## config.mk

```make
export PLATFORM = sky130hd
export DESIGN_NAME = stt_tap
export DESIGN_NICKNAME = d
export VERILOG_FILES = /design/src/stt_pkg.sv /design/src/stt_tap.sv /design/src/stt_sync.sv
export SDC_FILE = /design/constraint.sdc
export NUM_CORES = 1
export LEC_CHECK = 0
export ABC_CLOCK_PERIOD_IN_PS = 5270
export BUFFER_PORTS_ARGS = -buffer_cell sky130_fd_sc_hd__buf_2
export CAP_MARGIN = 0
export CORE_ASPECT_RATIO = 1.25
export CORE_UTILIZATION = 65
export CTS_BUF_LIST = sky130_fd_sc_hd__clkbuf_4
export CTS_CLUSTER_SIZE = 14
export DETAILED_ROUTE_END_ITERATION = 6
export GPL_TIMING_DRIVEN = 0
export PLACE_DENSITY = 0.87
export SYNTH_ARGS = -nofsm -noshare
export SYNTH_HDL_FRONTEND = slang
export SYNTH_SLANG_ARGS = --single-unit
```

## constraint.sdc

```tcl
create_clock -name mclk -period 5.27 [get_ports mclk]
set_input_delay 1.3175 -clock mclk [delete_from_list [all_inputs] [get_ports mclk]]
set_output_delay 1.3175 -clock mclk [all_outputs]
set_load 0.02 [all_outputs]
```

## src/stt_pkg.sv

```systemverilog
package stt_pkg;

  // ----------------------------------------
  // instruction and bypass registers
  // ----------------------------------------
  localparam int IR_W = 8;
  localparam logic [IR_W-1:0] IR_CAPTURE = 8'h81;
  localparam logic [IR_W-1:0] IR_BYPASS  = 8'hff;
  localparam logic            BYP_CAPTURE = 1'b0;

  // ----------------------------------------
  // data register width (parallel stage)
  // ----------------------------------------
  localparam int DR_W = 8;

  // ----------------------------------------
  // clock and link
  // ----------------------------------------
  localparam int MCLK_MHZ       = 100;
  localparam int TCK_PERIOD_NS  = 80;

  // ----------------------------------------
  // tap states, one-hot
  // ----------------------------------------
  typedef enum logic [15:0] {
    ST_RESET   = 16'h0001,
    ST_IDLE    = 16'h0002,
    ST_SEL_DR  = 16'h0004,
    ST_CAP_DR  = 16'h0008,
    ST_SH_DR   = 16'h0010,
    ST_EX1_DR  = 16'h0020,
    ST_PAU_DR  = 16'h0040,
    ST_EX2_DR  = 16'h0080,
    ST_UPD_DR  = 16'h0100,
    ST_SEL_IR  = 16'h0200,
    ST_CAP_IR  = 16'h0400,
    ST_SH_IR   = 16'h0800,
    ST_EX1_IR  = 16'h1000,
    ST_PAU_IR  = 16'h2000,
    ST_EX2_IR  = 16'h4000,
    ST_UPD_IR  = 16'h8000
  } stt_state_t;

  // ----------------------------------------
  // test bus pins
  // ----------------------------------------
  typedef struct packed {
    logic tck;
    logic tms;
    logic tdi;
  } stt_tap_in_t;

  typedef struct packed {
    logic tdo_o;
    logic tdo_oe;
  } stt_tap_out_t;

endpackage

```

## src/stt_tap.sv

```systemverilog
`timescale 1ns/100ps
module stt_tap #(
  parameter int DW = stt_pkg::DR_W
) (
  // clock and reset
  input  wire logic                  mclk,
  input  wire logic                  rst_b,
  // test bus
  input  wire stt_pkg::stt_tap_in_t  tap_in,
  output stt_pkg::stt_tap_out_t      tap_out,
  // functional data
  input  wire logic [DW-1:0]         func_in,
  output logic      [DW-1:0]         func_out,
  // status
  output logic [stt_pkg::IR_W-1:0]   instr_r,
  output logic                       bypass_r,
  output logic                       in_reset_r
);
  import stt_pkg::*;

  // ----------------------------------------
  // pin sampling and edge detect
  // ----------------------------------------
  stt_tap_in_t tap_s;
  logic [DW-1:0] func_s;
  logic tck_d_r;
  logic rise;
  logic fall;

  stt_sync #(.W(3)) u_sync_tap (
    .mclk  (mclk),
    .rst_b (rst_b),
    .d     (tap_in),
    .q     (tap_s)
  );

  stt_sync #(.W(DW)) u_sync_func (
    .mclk  (mclk),
    .rst_b (rst_b),
    .d     (func_in),
    .q     (func_s)
  );

  always_ff @(posedge mclk or negedge rst_b) begin
    if (!rst_b) begin
      tck_d_r <= 1'b0;
    end else begin
      tck_d_r <= tap_s.tck;
    end
  end

  // edges are seen a few mclk late; tck must stay under about mclk/4
  assign rise = tap_s.tck & ~tck_d_r;
  assign fall = ~tap_s.tck & tck_d_r;

  // ----------------------------------------
  // tap state machine
  // ----------------------------------------
  stt_state_t st_r;
  stt_state_t st_nxt;

  function automatic stt_state_t tap_next(input stt_state_t s, input logic tms);
    unique case (s)
      ST_RESET:  tap_next = tms ? ST_RESET  : ST_IDLE;
      ST_IDLE:   tap_next = tms ? ST_SEL_DR : ST_IDLE;
      ST_SEL_DR: tap_next = tms ? ST_SEL_IR : ST_CAP_DR;
      ST_CAP_DR: tap_next = tms ? ST_EX1_DR : ST_SH_DR;
      ST_SH_DR:  tap_next = tms ? ST_EX1_DR : ST_SH_DR;
      ST_EX1_DR: tap_next = tms ? ST_UPD_DR : ST_PAU_DR;
      ST_PAU_DR: tap_next = tms ? ST_EX2_DR : ST_PAU_DR;
      ST_EX2_DR: tap_next = tms ? ST_UPD_DR : ST_SH_DR;
      ST_UPD_DR: tap_next = tms ? ST_SEL_DR : ST_IDLE;
      ST_SEL_IR: tap_next = tms ? ST_RESET  : ST_CAP_IR;
      ST_CAP_IR: tap_next = tms ? ST_EX1_IR : ST_SH_IR;
      ST_SH_IR:  tap_next = tms ? ST_EX1_IR : ST_SH_IR;
      ST_EX1_IR: tap_next = tms ? ST_UPD_IR : ST_PAU_IR;
      ST_PAU_IR: tap_next = tms ? ST_EX2_IR : ST_PAU_IR;
      ST_EX2_IR: tap_next = tms ? ST_UPD_IR : ST_SH_IR;
      ST_UPD_IR: tap_next = tms ? ST_SEL_DR : ST_IDLE;
      default:   tap_next = ST_RESET;
    endcase
  endfunction

  assign st_nxt = tap_next(st_r, tap_s.tms);

  // tms is taken at the rise, relying on the controller moving it at the fall
  always_ff @(posedge mclk or negedge rst_b) begin
    if (!rst_b) begin
      st_r <= ST_RESET;
    end else if (rise) begin
      st_r <= st_nxt;
    end
  end

  // ----------------------------------------
  // state strobes
  // ----------------------------------------
  // register blocks test these strobes; the tdo mux and in_reset_r still compare st_r directly
  function automatic logic is_shift(input stt_state_t s);
    is_shift = (s == ST_SH_IR) || (s == ST_SH_DR);
  endfunction

  logic cap_ir_go;
  logic sh_ir_go;
  logic upd_ir_go;
  logic tlr_fall;
  logic cap_dr_go;
  logic sh_dr_go;
  logic upd_dr_fall;
  logic scan_fall;

  assign cap_ir_go   = rise & (st_r == ST_CAP_IR);
  assign sh_ir_go    = rise & (st_r == ST_SH_IR);
  assign upd_ir_go   = fall & (st_r == ST_UPD_IR);
  assign tlr_fall    = fall & (st_r == ST_RESET);
  assign cap_dr_go   = rise & (st_r == ST_CAP_DR);
  assign sh_dr_go    = rise & (st_r == ST_SH_DR);
  assign upd_dr_fall = fall & (st_r == ST_UPD_DR);
  assign scan_fall   = fall & is_shift(st_r);

  // ----------------------------------------
  // instruction register
  // ----------------------------------------
  logic [IR_W-1:0] ir_sh_r;
  logic            byp_sel;

  always_ff @(posedge mclk or negedge rst_b) begin
    if (!rst_b) begin
      ir_sh_r <= IR_CAPTURE;
    end else if (cap_ir_go) begin
      ir_sh_r <= IR_CAPTURE;
    end else if (sh_ir_go) begin
      // the last bit goes in on the rise into exit1-ir
      ir_sh_r <= {tap_s.tdi, ir_sh_r[IR_W-1:1]};
    end
  end

  // reset state selects bypass so an idle part stays out of the way
  always_ff @(posedge mclk or negedge rst_b) begin
    if (!rst_b) begin
      instr_r <= IR_BYPASS;
    end else if (tlr_fall) begin
      instr_r <= IR_BYPASS;
    end else if (upd_ir_go) begin
      instr_r <= ir_sh_r;
    end
  end

  assign byp_sel = (instr_r == IR_BYPASS);

  always_ff @(posedge mclk or negedge rst_b) begin
    if (!rst_b) begin
      bypass_r <= 1'b1;
    end else begin
      bypass_r <= byp_sel;
    end
  end

  always_ff @(posedge mclk or negedge rst_b) begin
    if (!rst_b) begin
      in_reset_r <= 1'b1;
    end else begin
      in_reset_r <= (st_r == ST_RESET);
    end
  end

  // ----------------------------------------
  // data registers
  // ----------------------------------------
  logic          byp_r;
  logic [DW-1:0] dr_sh_r;

  always_ff @(posedge mclk or negedge rst_b) begin
    if (!rst_b) begin
      byp_r <= BYP_CAPTURE;
    end else if (cap_dr_go) begin
      byp_r <= BYP_CAPTURE;
    end else if (sh_dr_go) begin
      byp_r <= tap_s.tdi;
    end
  end

  // non-bypass instructions reach a plain capture/update data register
  always_ff @(posedge mclk or negedge rst_b) begin
    if (!rst_b) begin
      dr_sh_r <= '0;
    end else if (cap_dr_go && !byp_sel) begin
      dr_sh_r <= func_s;
    end else if (sh_dr_go && !byp_sel) begin
      dr_sh_r <= {tap_s.tdi, dr_sh_r[DW-1:1]};
    end
  end

  always_ff @(posedge mclk or negedge rst_b) begin
    if (!rst_b) begin
      func_out <= '0;
    end else if (upd_dr_fall && !byp_sel) begin
      func_out <= dr_sh_r;
    end
  end

  // ----------------------------------------
  // tdo driver
  // ----------------------------------------
  logic tdo_bit;

  always_comb begin
    if (st_r == ST_SH_IR) begin
      tdo_bit = ir_sh_r[0];
    end else if (byp_sel) begin
      tdo_bit = byp_r;
    end else begin
      tdo_bit = dr_sh_r[0];
    end
  end

  always_ff @(posedge mclk or negedge rst_b) begin
    if (!rst_b) begin
      tap_out <= '0;
    end else if (scan_fall) begin
      tap_out.tdo_oe <= 1'b1;
      tap_out.tdo_o  <= tdo_bit;
    end else if (fall) begin
      tap_out.tdo_oe <= 1'b0;
      tap_out.tdo_o  <= 1'b0;
    end
  end

endmodule // stt_tap

```

## src/stt_sync.sv

```systemverilog
`timescale 1ns/100ps
module stt_sync #(
  parameter int W = 3
) (
  // clock and reset
  input  wire logic         mclk,
  input  wire logic         rst_b,
  // data
  input  wire logic [W-1:0] d,
  output logic      [W-1:0] q
);

  logic [W-1:0] meta_r;

  // first stage feeds only the second stage
  always_ff @(posedge mclk or negedge rst_b) begin
    if (!rst_b) begin
      meta_r <= '0;
      q      <= '0;
    end else begin
      meta_r <= d;
      q      <= meta_r;
    end
  end

endmodule // stt_sync

```

=== After elaboration in Yosys (flattened, before gate mapping) ===
Cells that the tools add are included.

* Register bits after elaboration: 76
* Input port bits: 13

* Eq/ne operators: 17
* Multiplexer cells: 25
* Bitwise gates (word level): 12
* Reductions and logical operators: 13

{| class="wikitable"
|+ Operators by type and width
! cell !! count
|-
| $pmux W16 S12 || 1
|-
| $mux W8 || 7
|-
| $mux W16 || 2
|-
| $mux W9 || 2
|-
| $eq A16 B1 Y1 const B || 1
|-
| $eq A16 B10 Y1 const B || 1
|-
| $eq A16 B11 Y1 const B || 1
|-
| $eq A16 B12 Y1 const B || 1
|-
| $eq A16 B13 Y1 const B || 1
|-
| $eq A16 B14 Y1 const B || 1
|-
| $eq A16 B15 Y1 const B || 1
|-
| $eq A16 B16 Y1 const B || 1
|-
| $eq A16 B2 Y1 const B || 1
|-
| $eq A16 B3 Y1 const B || 1
|-
| $eq A16 B4 Y1 const B || 1
|-
| $eq A16 B5 Y1 const B || 1
|-
| $eq A16 B6 Y1 const B || 1
|-
| $eq A16 B7 Y1 const B || 1
|-
| $eq A16 B8 Y1 const B || 1
|-
| $eq A16 B9 Y1 const B || 1
|-
| $mux W15 || 1
|-
| $mux W13 || 1
|-
| $mux W11 || 1
|-
| $and A1 B1 Y1 || 10
|-
| 13 further kinds || 26
|}

=== Longest topological paths before layout ===
Gate-level depths: netlist (run 1).

* Depth after elaboration: 6
* Depth in mapped cells: 7
* Gate-level depth less buffers: 5

=== Modules after synthesis ===
A second synthesis (run 1) with hierarchy kept.

* Cells, all modules: 286
* Area total of the unflattened synthesis: 3,319.4 um^2

{| class="wikitable"
|+ Modules (own cells, without submodules)
! module !! instances !! cells each !! area an instance (um^2)
|-
| stt_tap || 1 || 264 || 2,768.9
|-
| stt_sync (u_sync_func) || 1 || 16 || 400.4
|-
| stt_sync (u_sync_tap) || 1 || 6 || 150.1
|}

=== Least setup slack after synthesis (run 1) ===
OpenSTA, ideal clock, no wires.

* Kind: register to register
* From: register st_r[5]
* To: register func_out[1]
* Setup time: 125 ps
* Data arrival time: 1,998 ps
* Data required time: 5,145 ps
* Path slack: 3,147 ps
* Cell stages (with the launch flop): 7
* Buffers on the path: 1
* Cells stage by stage: dfrtp_1 -> buf_6 -> or4_4 -> nor2_4 -> nand4b_1 -> nor3_4 -> mux2_2

* Longest elaborated chain between the ends: 3

{| class="wikitable"
|+ RTL lines
! item !! RTL line !! RTL
|-
| start, declared || stt_tap.sv:59 || <nowiki>stt_state_t st_r;</nowiki>
|-
| start signal, assigned || stt_tap.sv:91 || <nowiki>st_r <= st_nxt;</nowiki>
|-
| $eq A16 B9 Y1 || stt_tap.sv:118 || <nowiki>assign upd_dr_fall = fall & (st_r == ST_UPD_DR);</nowiki>
|-
| $and A1 B1 Y1 || stt_tap.sv:118 ||
|-
| $logic_and A1 B1 Y1 || stt_tap.sv:197 || <nowiki>end else if (upd_dr_fall && !byp_sel) begin</nowiki>
|-
| end signal, assigned || stt_tap.sv:198 || <nowiki>func_out <= dr_sh_r;</nowiki>
|-
| end, declared || stt_tap.sv:13 || <nowiki>output logic [DW-1:0] func_out,</nowiki>
|}

No other way between the ends.
A chain may end at the register's enable or synchronous reset.

=== Final worst setup path (run 1) ===
* From: register st_r[1]
* To: register ir_sh_r[5]

* Longest elaborated chain between the ends: 3
* Elaborated cells on any way between the ends: 6
* Classes of those cells: eq/ne: 2; mux: 1; bitwise: 2; reduce/logical: 1

{| class="wikitable"
|+ RTL lines
! item !! RTL line !! RTL
|-
| $eq A16 B11 Y1 or $eq A16 B12 Y1 (tied branches) || stt_tap.sv:112, stt_tap.sv:113 ||
|-
| $and A1 B1 Y1 (on tied branches) || stt_tap.sv:112, stt_tap.sv:113 ||
|-
| $mux W8 or $reduce_bool A2 Y1 (tied branches) || - ||
|-
| end signal, assigned || stt_tap.sv:134 || <nowiki>ir_sh_r <= {tap_s.tdi, ir_sh_r[IR_W-1:1]};</nowiki>
|-
| end, declared || stt_tap.sv:124 || <nowiki>logic [IR_W-1:0] ir_sh_r;</nowiki>
|}

Several ways; a longest one is shown, not always the timed one.

==> Implementation_results.wiki, run 1 <==
{| class="wikitable"
! Metric !! Value
|-
| Slack of the worst reg-to-reg path || 2.79 ns
|-
| Total global routing track utilization || 0.273
|-
| Critical path capture point type || register
|-
| Number of H-tree branching levels || 3
|-
| Cell type of the slowest stage on the worst timing path || sky130_fd_sc_hd__nor4_1
|-
| Wire length per cell || 16.9 um
|-
| Leakage dissipation || 0.00173 uW
|-
| Crit start category || register
|-
| Detailed Route WL || approximately 6600 um
|-
| Distinct cell type count of the synthesized netlist || 46
|-
| Number of global-route vias before repair || 2256
|-
| VDD IR-drop max || 0.346 mV
|-
| YS warnings || 0
|-
| Shortest period the worst path allows || 2.48 ns
|-
| Synthesized instance count || 285
|-
| Floorplan core area || 4800 um2
|-
| Final Wtd Congestion || 0.895
|-
| End point of the critical path || ir_sh_r[5]$_DFFE_PN0P_
|-
| Overall power of the completed layout || roughly 1400 uW
|-
| Max-slew headroom || 0.375
|-
| Routed Antenna Nets || 0
|-
| Post-route met1 wirelength || 2840 um
|-
| Max-cap viol count || 0
|-
| Most frequent cells in the layout || sky130_fd_sc_hd__dfrtp_1, sky130_fd_sc_hd__buf_2, sky130_fd_sc_hd__nor2_1, sky130_fd_sc_hd__nand2_1, sky130_fd_sc_hd__mux2i_1
|-
| Number of diodes added for antenna fixing || 0
|-
| Final Slew Violations || 0
|-
| CTS-repair resized insts || 0
|-
| Area added between synthesis and finish || 11.4%
|-
| Startpoint of the lowest-slack register-to-register path || st_r[1]$_DFFE_PN0P_
|-
| Antenna violations before repair || 0
|-
| PortBufs || 32
|-
| Final Hold Viols || 0
|-
| Crit path max fanout || 7
|-
| Average size of a mapped cell || between 10 and 15 um2
|-
| Met3 WL post-DR || 315 um
|-
| Final count of negative-setup-slack endpoints || 0
|-
| CTS Root Buffer Type || sky130_fd_sc_hd__clkbuf_4
|-
| Worst Tran Pin Value || 0.929 ns
|-
| Inserted Clock Buffers || 9
|-
| Logic depth of the worst path, buffers included || 5
|-
| Ordered list of cells on the worst path || nor4_1 > nand3_1 > nor2_1 > nand2_1 > a22o_1
|-
| Worst-Skew Late Latency || 0.43 ns
|-
| Count of cells along the worst register-to-register path || 5
|-
| Area share of the leading cell type in the synthesized netlist || 0.478
|-
| Classification of the worst setup path || register to register
|-
| Most common cell after layout, fill and taps aside || sky130_fd_sc_hd__dfrtp_1
|-
| Met2 Wirelength || 3340 um
|-
| Sum of negative setup slack || 0 ns
|-
| Data required time of the worst path || 5.59 ns
|-
| Residual overflow from global routing || 0
|-
| Die width || 65.7 um
|-
| Post-synthesis register bit count || 76
|-
| Post-layout nets || 341
|-
| Fraction of layout cells with a size suffix above 1 || 0.270
|-
| Main area contributors after synthesis || sky130_fd_sc_hd__dfrtp_1, sky130_fd_sc_hd__dfstp_2, sky130_fd_sc_hd__mux2i_1, sky130_fd_sc_hd__nand2_1, sky130_fd_sc_hd__nor2_1
|-
| TritonCTS clock tree || yes
|-
| Detailed Place HPWL || 4640 um
|-
| Via density per instance || roughly 6.1
|-
| Crit. Startpoint || st_r[1]$_DFFE_PN0P_
|-
| Boundary Pins || 33
|-
| Total iterations of the first detailed-routing run || 4
|-
| Library cell occupying the most area in the post-synthesis netlist || sky130_fd_sc_hd__dfrtp_1
|-
| Total number of vias || 2386
|-
| Power density cells || 385 nW/um2
|-
| Kind of cell adding the most delay to the critical path || simple AND/OR/NAND/NOR gates
|-
| Worst reg2reg endpoint || ir_sh_r[5]$_DFFE_PN0P_
|-
| CTS Buffer Depth || 2
|-
| Post-CTS Repair Setup Buffers || 0
|-
| Overall die area || between 5000 and 6000 um2
|-
| Arrival time worst endpoint || between 2 and 3 ns
|-
| Path class of the lowest-slack min-delay path || register to register
|-
| Status || finished clean
|-
| DIE HEIGHT || 81.6 um
|-
| Clock-pin slew on the worst setup and hold paths || 0.12 ns
|-
| Uppermost layer routed || met4
|-
| Fraction of the yosys area taken by sequential cells || 0.582
|-
| Highest clock rate || a little over 0.4 GHz
|-
| Number of remaining DRC errors || 0
|-
| Clock sink count || 76
|-
| Count of routing violations after the opening detailed-route iteration || 191
|-
| Critical Path Max Stage Delay || 0.83 ns
|-
| # rows || 28
|-
| Setup repair after global routing missed its margin || no
|-
| Effective utilization at floorplan || 0.687
|-
| Synthesized netlist net count || roughly 300
|-
| Largest net degree at the start of global routing || 77
|-
| Cell area after synthesis || 3300 um2
|-
| Worst Path Buf+Inv || 0
|-
| Global-route wire length before repair || 10700 um
|-
| Hold buffer count at CTS || 0
|-
| Fin crit share || 0.471
|-
| Worst Clk Skew || 0.0152 ns
|}
routing by layer:
metal	vias up	track usage
met4	0	0.113
li1	1107	-
met5	-	0
met2	84	0.441
met3	15	0.0750
met1	1180	0.347
cell type report:
class	instances	area, um2
tap	60	75.1
timing repair buffer	32	163
buffer	15	75.1
clock buffer	10	75.1
multi-input combinational	185	1270
inverter	9	33.8
clock inverter	6	63.8
sequential	76	1920
fill	312	1120
worst min path at each step:
stage	endpoint	cells after the start	slack, ns	from
2_1_floorplan	u_sync_func.q[0]$_DFF_PN0_	0	0.33	u_sync_func.meta_r[0]$_DFF_PN0_
3_5_place_dp	u_sync_func.q[1]$_DFF_PN0_	0	0.33	u_sync_func.meta_r[1]$_DFF_PN0_
6_report	u_sync_tap.q[1]$_DFF_PN0_	0	0.36	u_sync_tap.meta_r[1]$_DFF_PN0_
4_1_cts	u_sync_func.q[1]$_DFF_PN0_	0	0.36	u_sync_func.meta_r[1]$_DFF_PN0_
5_1_grt	u_sync_func.q[1]$_DFF_PN0_	0	0.37	u_sync_func.meta_r[1]$_DFF_PN0_
3_3_place_gp	u_sync_func.q[1]$_DFF_PN0_	0	0.33	u_sync_func.meta_r[1]$_DFF_PN0_
registers in the layout, summed over array words and instances (netlist names):
signal,count
ir_sh_r,8
u_sync_func.q,8
u_sync_tap.meta_r,3
func_out,8
u_sync_tap.q,3
st_r,16
tck_d_r,1
dr_sh_r,8
in_reset_r,1
byp_r,1
bypass_r,1
tap_out,2
u_sync_func.meta_r,8
instr_r,8
power breakdown:
group          leakage (uW)  switching, uW  total (uW)  internal (uW)
logic              0.000698            204         322            118
clock network     0.0000744            208         358            150
registers          0.000960           57.0         734            677
total               0.00173            469        1410            945
metrics by stage:
step	instances	util	cell area [um2]	setup WS, ns	hold slack, ns
after global placement	377	0.736	3530	2.48	0.332
after floorplan	285	-	3300	3.15	0.331
after CTS	393	0.766	3670	2.79	0.363
final	393	0.766	3670	2.79	0.360
after detailed placement	377	0.737	3540	2.83	0.335
after global routing	393	0.766	3670	2.61	0.369
synth_stat cells (all sizes together):
| library cell | count |
|---|---|
| xor2 | 3 |
| nand2 | 27 |
| clkbuf | 7 |
| dfrtp | 63 |
| nand4 | 7 |
| o21a | 1 |
| nor4b | 5 |
| a31o | 1 |
| buf | 8 |
| nor2 | 28 |
| nor4 | 9 |
| or4 | 7 |
| or4b | 1 |
| a31oi | 2 |
| a21boi | 2 |
| o211ai | 1 |
| nor2b | 2 |
| o2bb2ai | 1 |
| a22o | 6 |
| a22oi | 1 |
| o21ai | 15 |
| o31ai | 3 |
| or2 | 1 |
| mux2i | 17 |
| nand2b | 3 |
| o41ai | 1 |
| nor3 | 7 |
| nand3 | 5 |
| and3 | 2 |
| o22ai | 1 |
| o32a | 2 |
| dfstp | 13 |
| inv | 9 |
| xnor2 | 3 |
| nand4b | 2 |
| a21oi | 9 |
| o21bai | 1 |
| mux2 | 9 |
cell families after synthesis:
kind of cell              count (synthesis)  synth area share
buffers and inverters                    24            0.0330
xor gates and xnor gates                  6            0.0159
AOI/OAI and AO/OA                        47            0.0926
DFF                                      76             0.582
muxes                                    26            0.0823
and+or+nand+nor                         106             0.195
Power figures use the tool's default switching activity.
==> inputs of run 2 (changes only) <==
--- a/config.mk
+++ b/config.mk
@@ -5,16 +5,16 @@
 export SDC_FILE = /design/constraint.sdc
 export NUM_CORES = 1
 export LEC_CHECK = 0
-export ABC_CLOCK_PERIOD_IN_PS = 5270
+export ABC_CLOCK_PERIOD_IN_PS = 2500
 export BUFFER_PORTS_ARGS = -buffer_cell sky130_fd_sc_hd__buf_2
 export CAP_MARGIN = 0
 export CORE_ASPECT_RATIO = 1.25
-export CORE_UTILIZATION = 65
+export CORE_UTILIZATION = 61
 export CTS_BUF_LIST = sky130_fd_sc_hd__clkbuf_4
 export CTS_CLUSTER_SIZE = 14
 export DETAILED_ROUTE_END_ITERATION = 6
 export GPL_TIMING_DRIVEN = 0
-export PLACE_DENSITY = 0.87
+export PLACE_DENSITY = 0.82
 export SYNTH_ARGS = -nofsm -noshare
 export SYNTH_HDL_FRONTEND = slang
 export SYNTH_SLANG_ARGS = --single-unit
==> constraint.sdc (replaced) <==
create_clock -name mclk -period 2.5 [get_ports mclk]
set_input_delay 0.625 -clock mclk [delete_from_list [all_inputs] [get_ports mclk]]
set_output_delay 0.625 -clock mclk [all_outputs]
set_load 0.02 [all_outputs]
==> run 2 against run 1 <==
Against the previous run:
- die area grew 6.4%
- routed wire length grew 3.7%
- global-route usage shrank 0.14 points
- power grew 110%
- critical endpoint is now func_out[5]$_DFFE_PN0P_
- non-clock buffer count grew 2
- hold slack lost 0.085 ns
- setup slack lost 2.7 ns
- critical path type unchanged
==> Implementation_results.wiki, run 2 (same netlist as run 1, synthesis figures left out) <==
{| class="wikitable"
! Metric !! Value
|-
| Arrival time worst endpoint || 2.72 ns (-0.09 ns)
|-
| Detailed Route WL || 6870 um (+3.7%)
|-
| Worst Tran Pin Value || 0.912 ns (-0.0164 ns)
|-
| Via density per instance || 5.94 (-2.1%)
|-
| Top register by number of flip-flops || st_r
|-
| Residual overflow from global routing || 0 (unchanged)
|-
| Status || finished clean
|-
| Total global routing track utilization || 0.272 (-0.00135)
|-
| Part of the total power dissipated in the clock network || 0.239 (-0.014)
|-
| Floorplan core area || 5150 um2 (+7.4%)
|-
| Highest clock rate || 0.420 GHz (+4.2%)
|-
| Critical path capture point type || register
|-
| PortBufs || 32 (unchanged)
|-
| Number of global-route vias before repair || 2316 (+2.7%)
|-
| Boundary Pins || 33 (unchanged)
|-
| Filler cells || 361 (+16%)
|-
| Data required time of the worst path || 2.83 ns (-2.76 ns)
|-
| Sequential share of power || 0.528 (+0.009)
|-
| Share of total power consumed by net switching || 0.353 (+0.0215)
|-
| Worst min-delay path startpoint || func_in[1]
|-
| Total iterations of the first detailed-routing run || 4 (unchanged)
|-
| Sequential Area || 1920 um2 (unchanged)
|-
| Crit path max fanout || 8 (+1)
|-
| Fraction of layout cells with a size suffix above 1 || 0.281 (+0.0103)
|-
| Slack of the worst reg-to-reg path || 0.12 ns (-2.67 ns)
|-
| Final count of negative-setup-slack endpoints || 0 (unchanged)
|-
| Clock-pin slew on the worst setup and hold paths || 0.14 ns (+0.02 ns)
|-
| Worst-Skew Late Latency || 0.45 ns (+0.02 ns)
|-
| Max-cap viol count || 0 (unchanged)
|-
| Number of H-tree branching levels || 3 (unchanged)
|-
| VDD IR-drop max || 0.569 mV (+64%)
|-
| Worst reg2reg endpoint || func_out[5]$_DFFE_PN0P_
|-
| Final Slew Violations || 0 (unchanged)
|-
| Max-slew headroom || 0.392 (+0.0167)
|-
| Startpoint of the lowest-slack register-to-register path || st_r[1]$_DFFE_PN0P_
|-
| Worst Clk Skew || 0.0192 ns (+0.00398 ns)
|-
| Largest net degree at the start of global routing || 77 (unchanged)
|-
| Fin crit share || 0.953 (+0.482)
|-
| Most frequent cells in the layout || sky130_fd_sc_hd__dfrtp_1, sky130_fd_sc_hd__buf_2, sky130_fd_sc_hd__nor2_1, sky130_fd_sc_hd__nand2_1, sky130_fd_sc_hd__mux2i_1
|-
| Leakage dissipation || 0.00174 uW (+0.70%)
|-
| Number of diodes added for antenna fixing || 0 (unchanged)
|-
| Area added between synthesis and finish || 12.4%
|-
| Hold buffer count at CTS || 0 (unchanged)
|-
| Effective utilization at floorplan || 0.640 (-0.0471)
|-
| Final Hold Viols || 0 (unchanged)
|-
| Count of cells along the worst register-to-register path || 6 (+1)
|-
| Clock sink count || 76 (unchanged)
|-
| Count of routing violations after the opening detailed-route iteration || 113 (-41%)
|-
| DIE HEIGHT || 84.2 um (+3.1%)
|-
| Shortest period the worst path allows || 2.38 ns (-0.101 ns)
|-
| Power density cells || 791 nW/um2 (+110%)
|-
| Number of remaining DRC errors || 0 (unchanged)
|-
| Internal power component || 1900 uW (+100%)
|-
| Flip-flop count of the largest register after layout || 16 (unchanged)
|-
| End point of the worst hold path || u_sync_func.meta_r[1]$_DFF_PN0_
|-
| Number of cells on the worst hold path || 1 (+1)
|-
| Classification of the worst setup path || register to register
|-
| Inserted Clock Buffers || 9 (unchanged)
|-
| Crit start category || register
|-
| # rows || 29 (+3.6%)
|-
| Final Wtd Congestion || 0.950 (+6.1%)
|-
| Die width || 67.8 um (+3.1%)
|-
| Multi-input combinational cell area || 1280 um2 (+0.49%)
|-
| Path class of the lowest-slack min-delay path || input port to register
|-
| CTS Root Buffer Type || sky130_fd_sc_hd__clkbuf_4
|-
| Global-route wire length before repair || 11200 um (+4.4%)
|-
| Most common cell after layout, fill and taps aside || sky130_fd_sc_hd__dfrtp_1
|-
| Final core occ || 0.720 (-0.0461)
|-
| Detailed Place HPWL || 4620 um (-0.41%)
|-
| Total number of vias || 2360 (-1.1%)
|-
| Antenna violations before repair || 0 (unchanged)
|-
| TritonCTS clock tree || yes
|-
| Share of total power in combinational logic || 0.233 (+0.005)
|-
| Final cell area excluding filler cells || 3710 um2 (+0.89%)
|-
| Routed Antenna Nets || 0 (unchanged)
|-
| Pre-CTS setup slack || 0.0157 ns (-2.82 ns)
|-
| CTS Buffer Depth || 2 (unchanged)
|-
| NetSw || 1040 uW (+120%)
|-
| Instance area at placement || 3540 um2 (about the same)
|-
| Wire length per cell || 17.3 um (+2.7%)
|-
| Post-layout nets || 343 (+0.59%)
|-
| Final Worst Setup Slack || 0.117 ns (-2.67 ns)
|-
| Overall die area || 5710 um2 (+6.4%)
|}
-- run 2: cell types whose count changed in the layout (fill, tap and decap cells not counted), sizes merged --
cell	before	now
buf	40	42
bufinv	1	0
clkinv	3	2
inv	10	13
clkbuf	17	16
-- run 2: per-layer routing --
metal	vias to the layer above	GRT usage	wire length, um
met1	1158	0.363	3020
li1	1114	-	-
met3	20	0.0774	285
met4	0	0.102	228
met5	-	0	0
met2	68	0.419	3340
-- run 2: worst max-delay path by stage --
stage	from	end	slack [ns]	depth (start not counted)
2_1_floorplan	st_r[5]$_DFFE_PN0P_	func_out[1]$_DFFE_PN0P_	0.38	6
3_3_place_gp	st_r[1]$_DFFE_PN0P_	dr_sh_r[1]$_DFFE_PN0P_	0.01	6
3_5_place_dp	st_r[1]$_DFFE_PN0P_	dr_sh_r[1]$_DFFE_PN0P_	0.02	6
4_1_cts	st_r[1]$_DFFE_PN0P_	func_out[5]$_DFFE_PN0P_	0.03	5
5_1_grt	st_r[1]$_DFFE_PN0P_	func_out[5]$_DFFE_PN0P_	-0.006	6
6_report	st_r[1]$_DFFE_PN0P_	func_out[5]$_DFFE_PN0P_	0.12	6
-- run 2: layout make-up --
type / count / area share
clock buffer: 9 / 0.0182
timing repair buffer: 34 / 0.0547
multi-input combinational: 185 / 0.345
sequential: 76 / 0.517
tap: 62 / 0.0209
inverter: 9 / 0.00911
clock inverter: 7 / 0.0148
buffer: 15 / 0.0202
-- run 2: what timing repair did --
| action | in CTS | in global routing |
|---|---|---|
| endpoints found under the setup margin | 6 | 12 |
| pin swaps | 0 | 2 |
| resized for setup | 1 | 0 |
| setup buffers | 0 | 2 |
-- run 2: critical path: stages (launching register included) --
cell,delay (ns)
sky130_fd_sc_hd__dfrtp_1,0.49
sky130_fd_sc_hd__or4_1,0.67
sky130_fd_sc_hd__nor2_4,0.18
sky130_fd_sc_hd__nand4b_1,0.19
sky130_fd_sc_hd__nor3_4,0.25
sky130_fd_sc_hd__buf_12,0.16
sky130_fd_sc_hd__mux2_2,0.34
-- run 2: power groups by stage --
stage	clock (uW)	combinational, uW	sequential [uW]
after floorplan	0	393	1630
after global placement	0	659	1560
after detailed placement	0	679	1570
after CTS	707	688	1550
after global routing	765	763	1570
final	701	683	1550
-- run 2: metrics by stage --
stage	cells	hold slack (ns)	power (uW)	setup TNS [ns]
6_report	397	0.275	2930	0
3_5_place_dp	379	0.335	2250	0
5_1_grt	397	0.242	3100	-0.00552
4_1_cts	395	0.268	2940	0
3_3_place_gp	379	0.332	2220	0
2_1_floorplan	285	0.329	2020	0
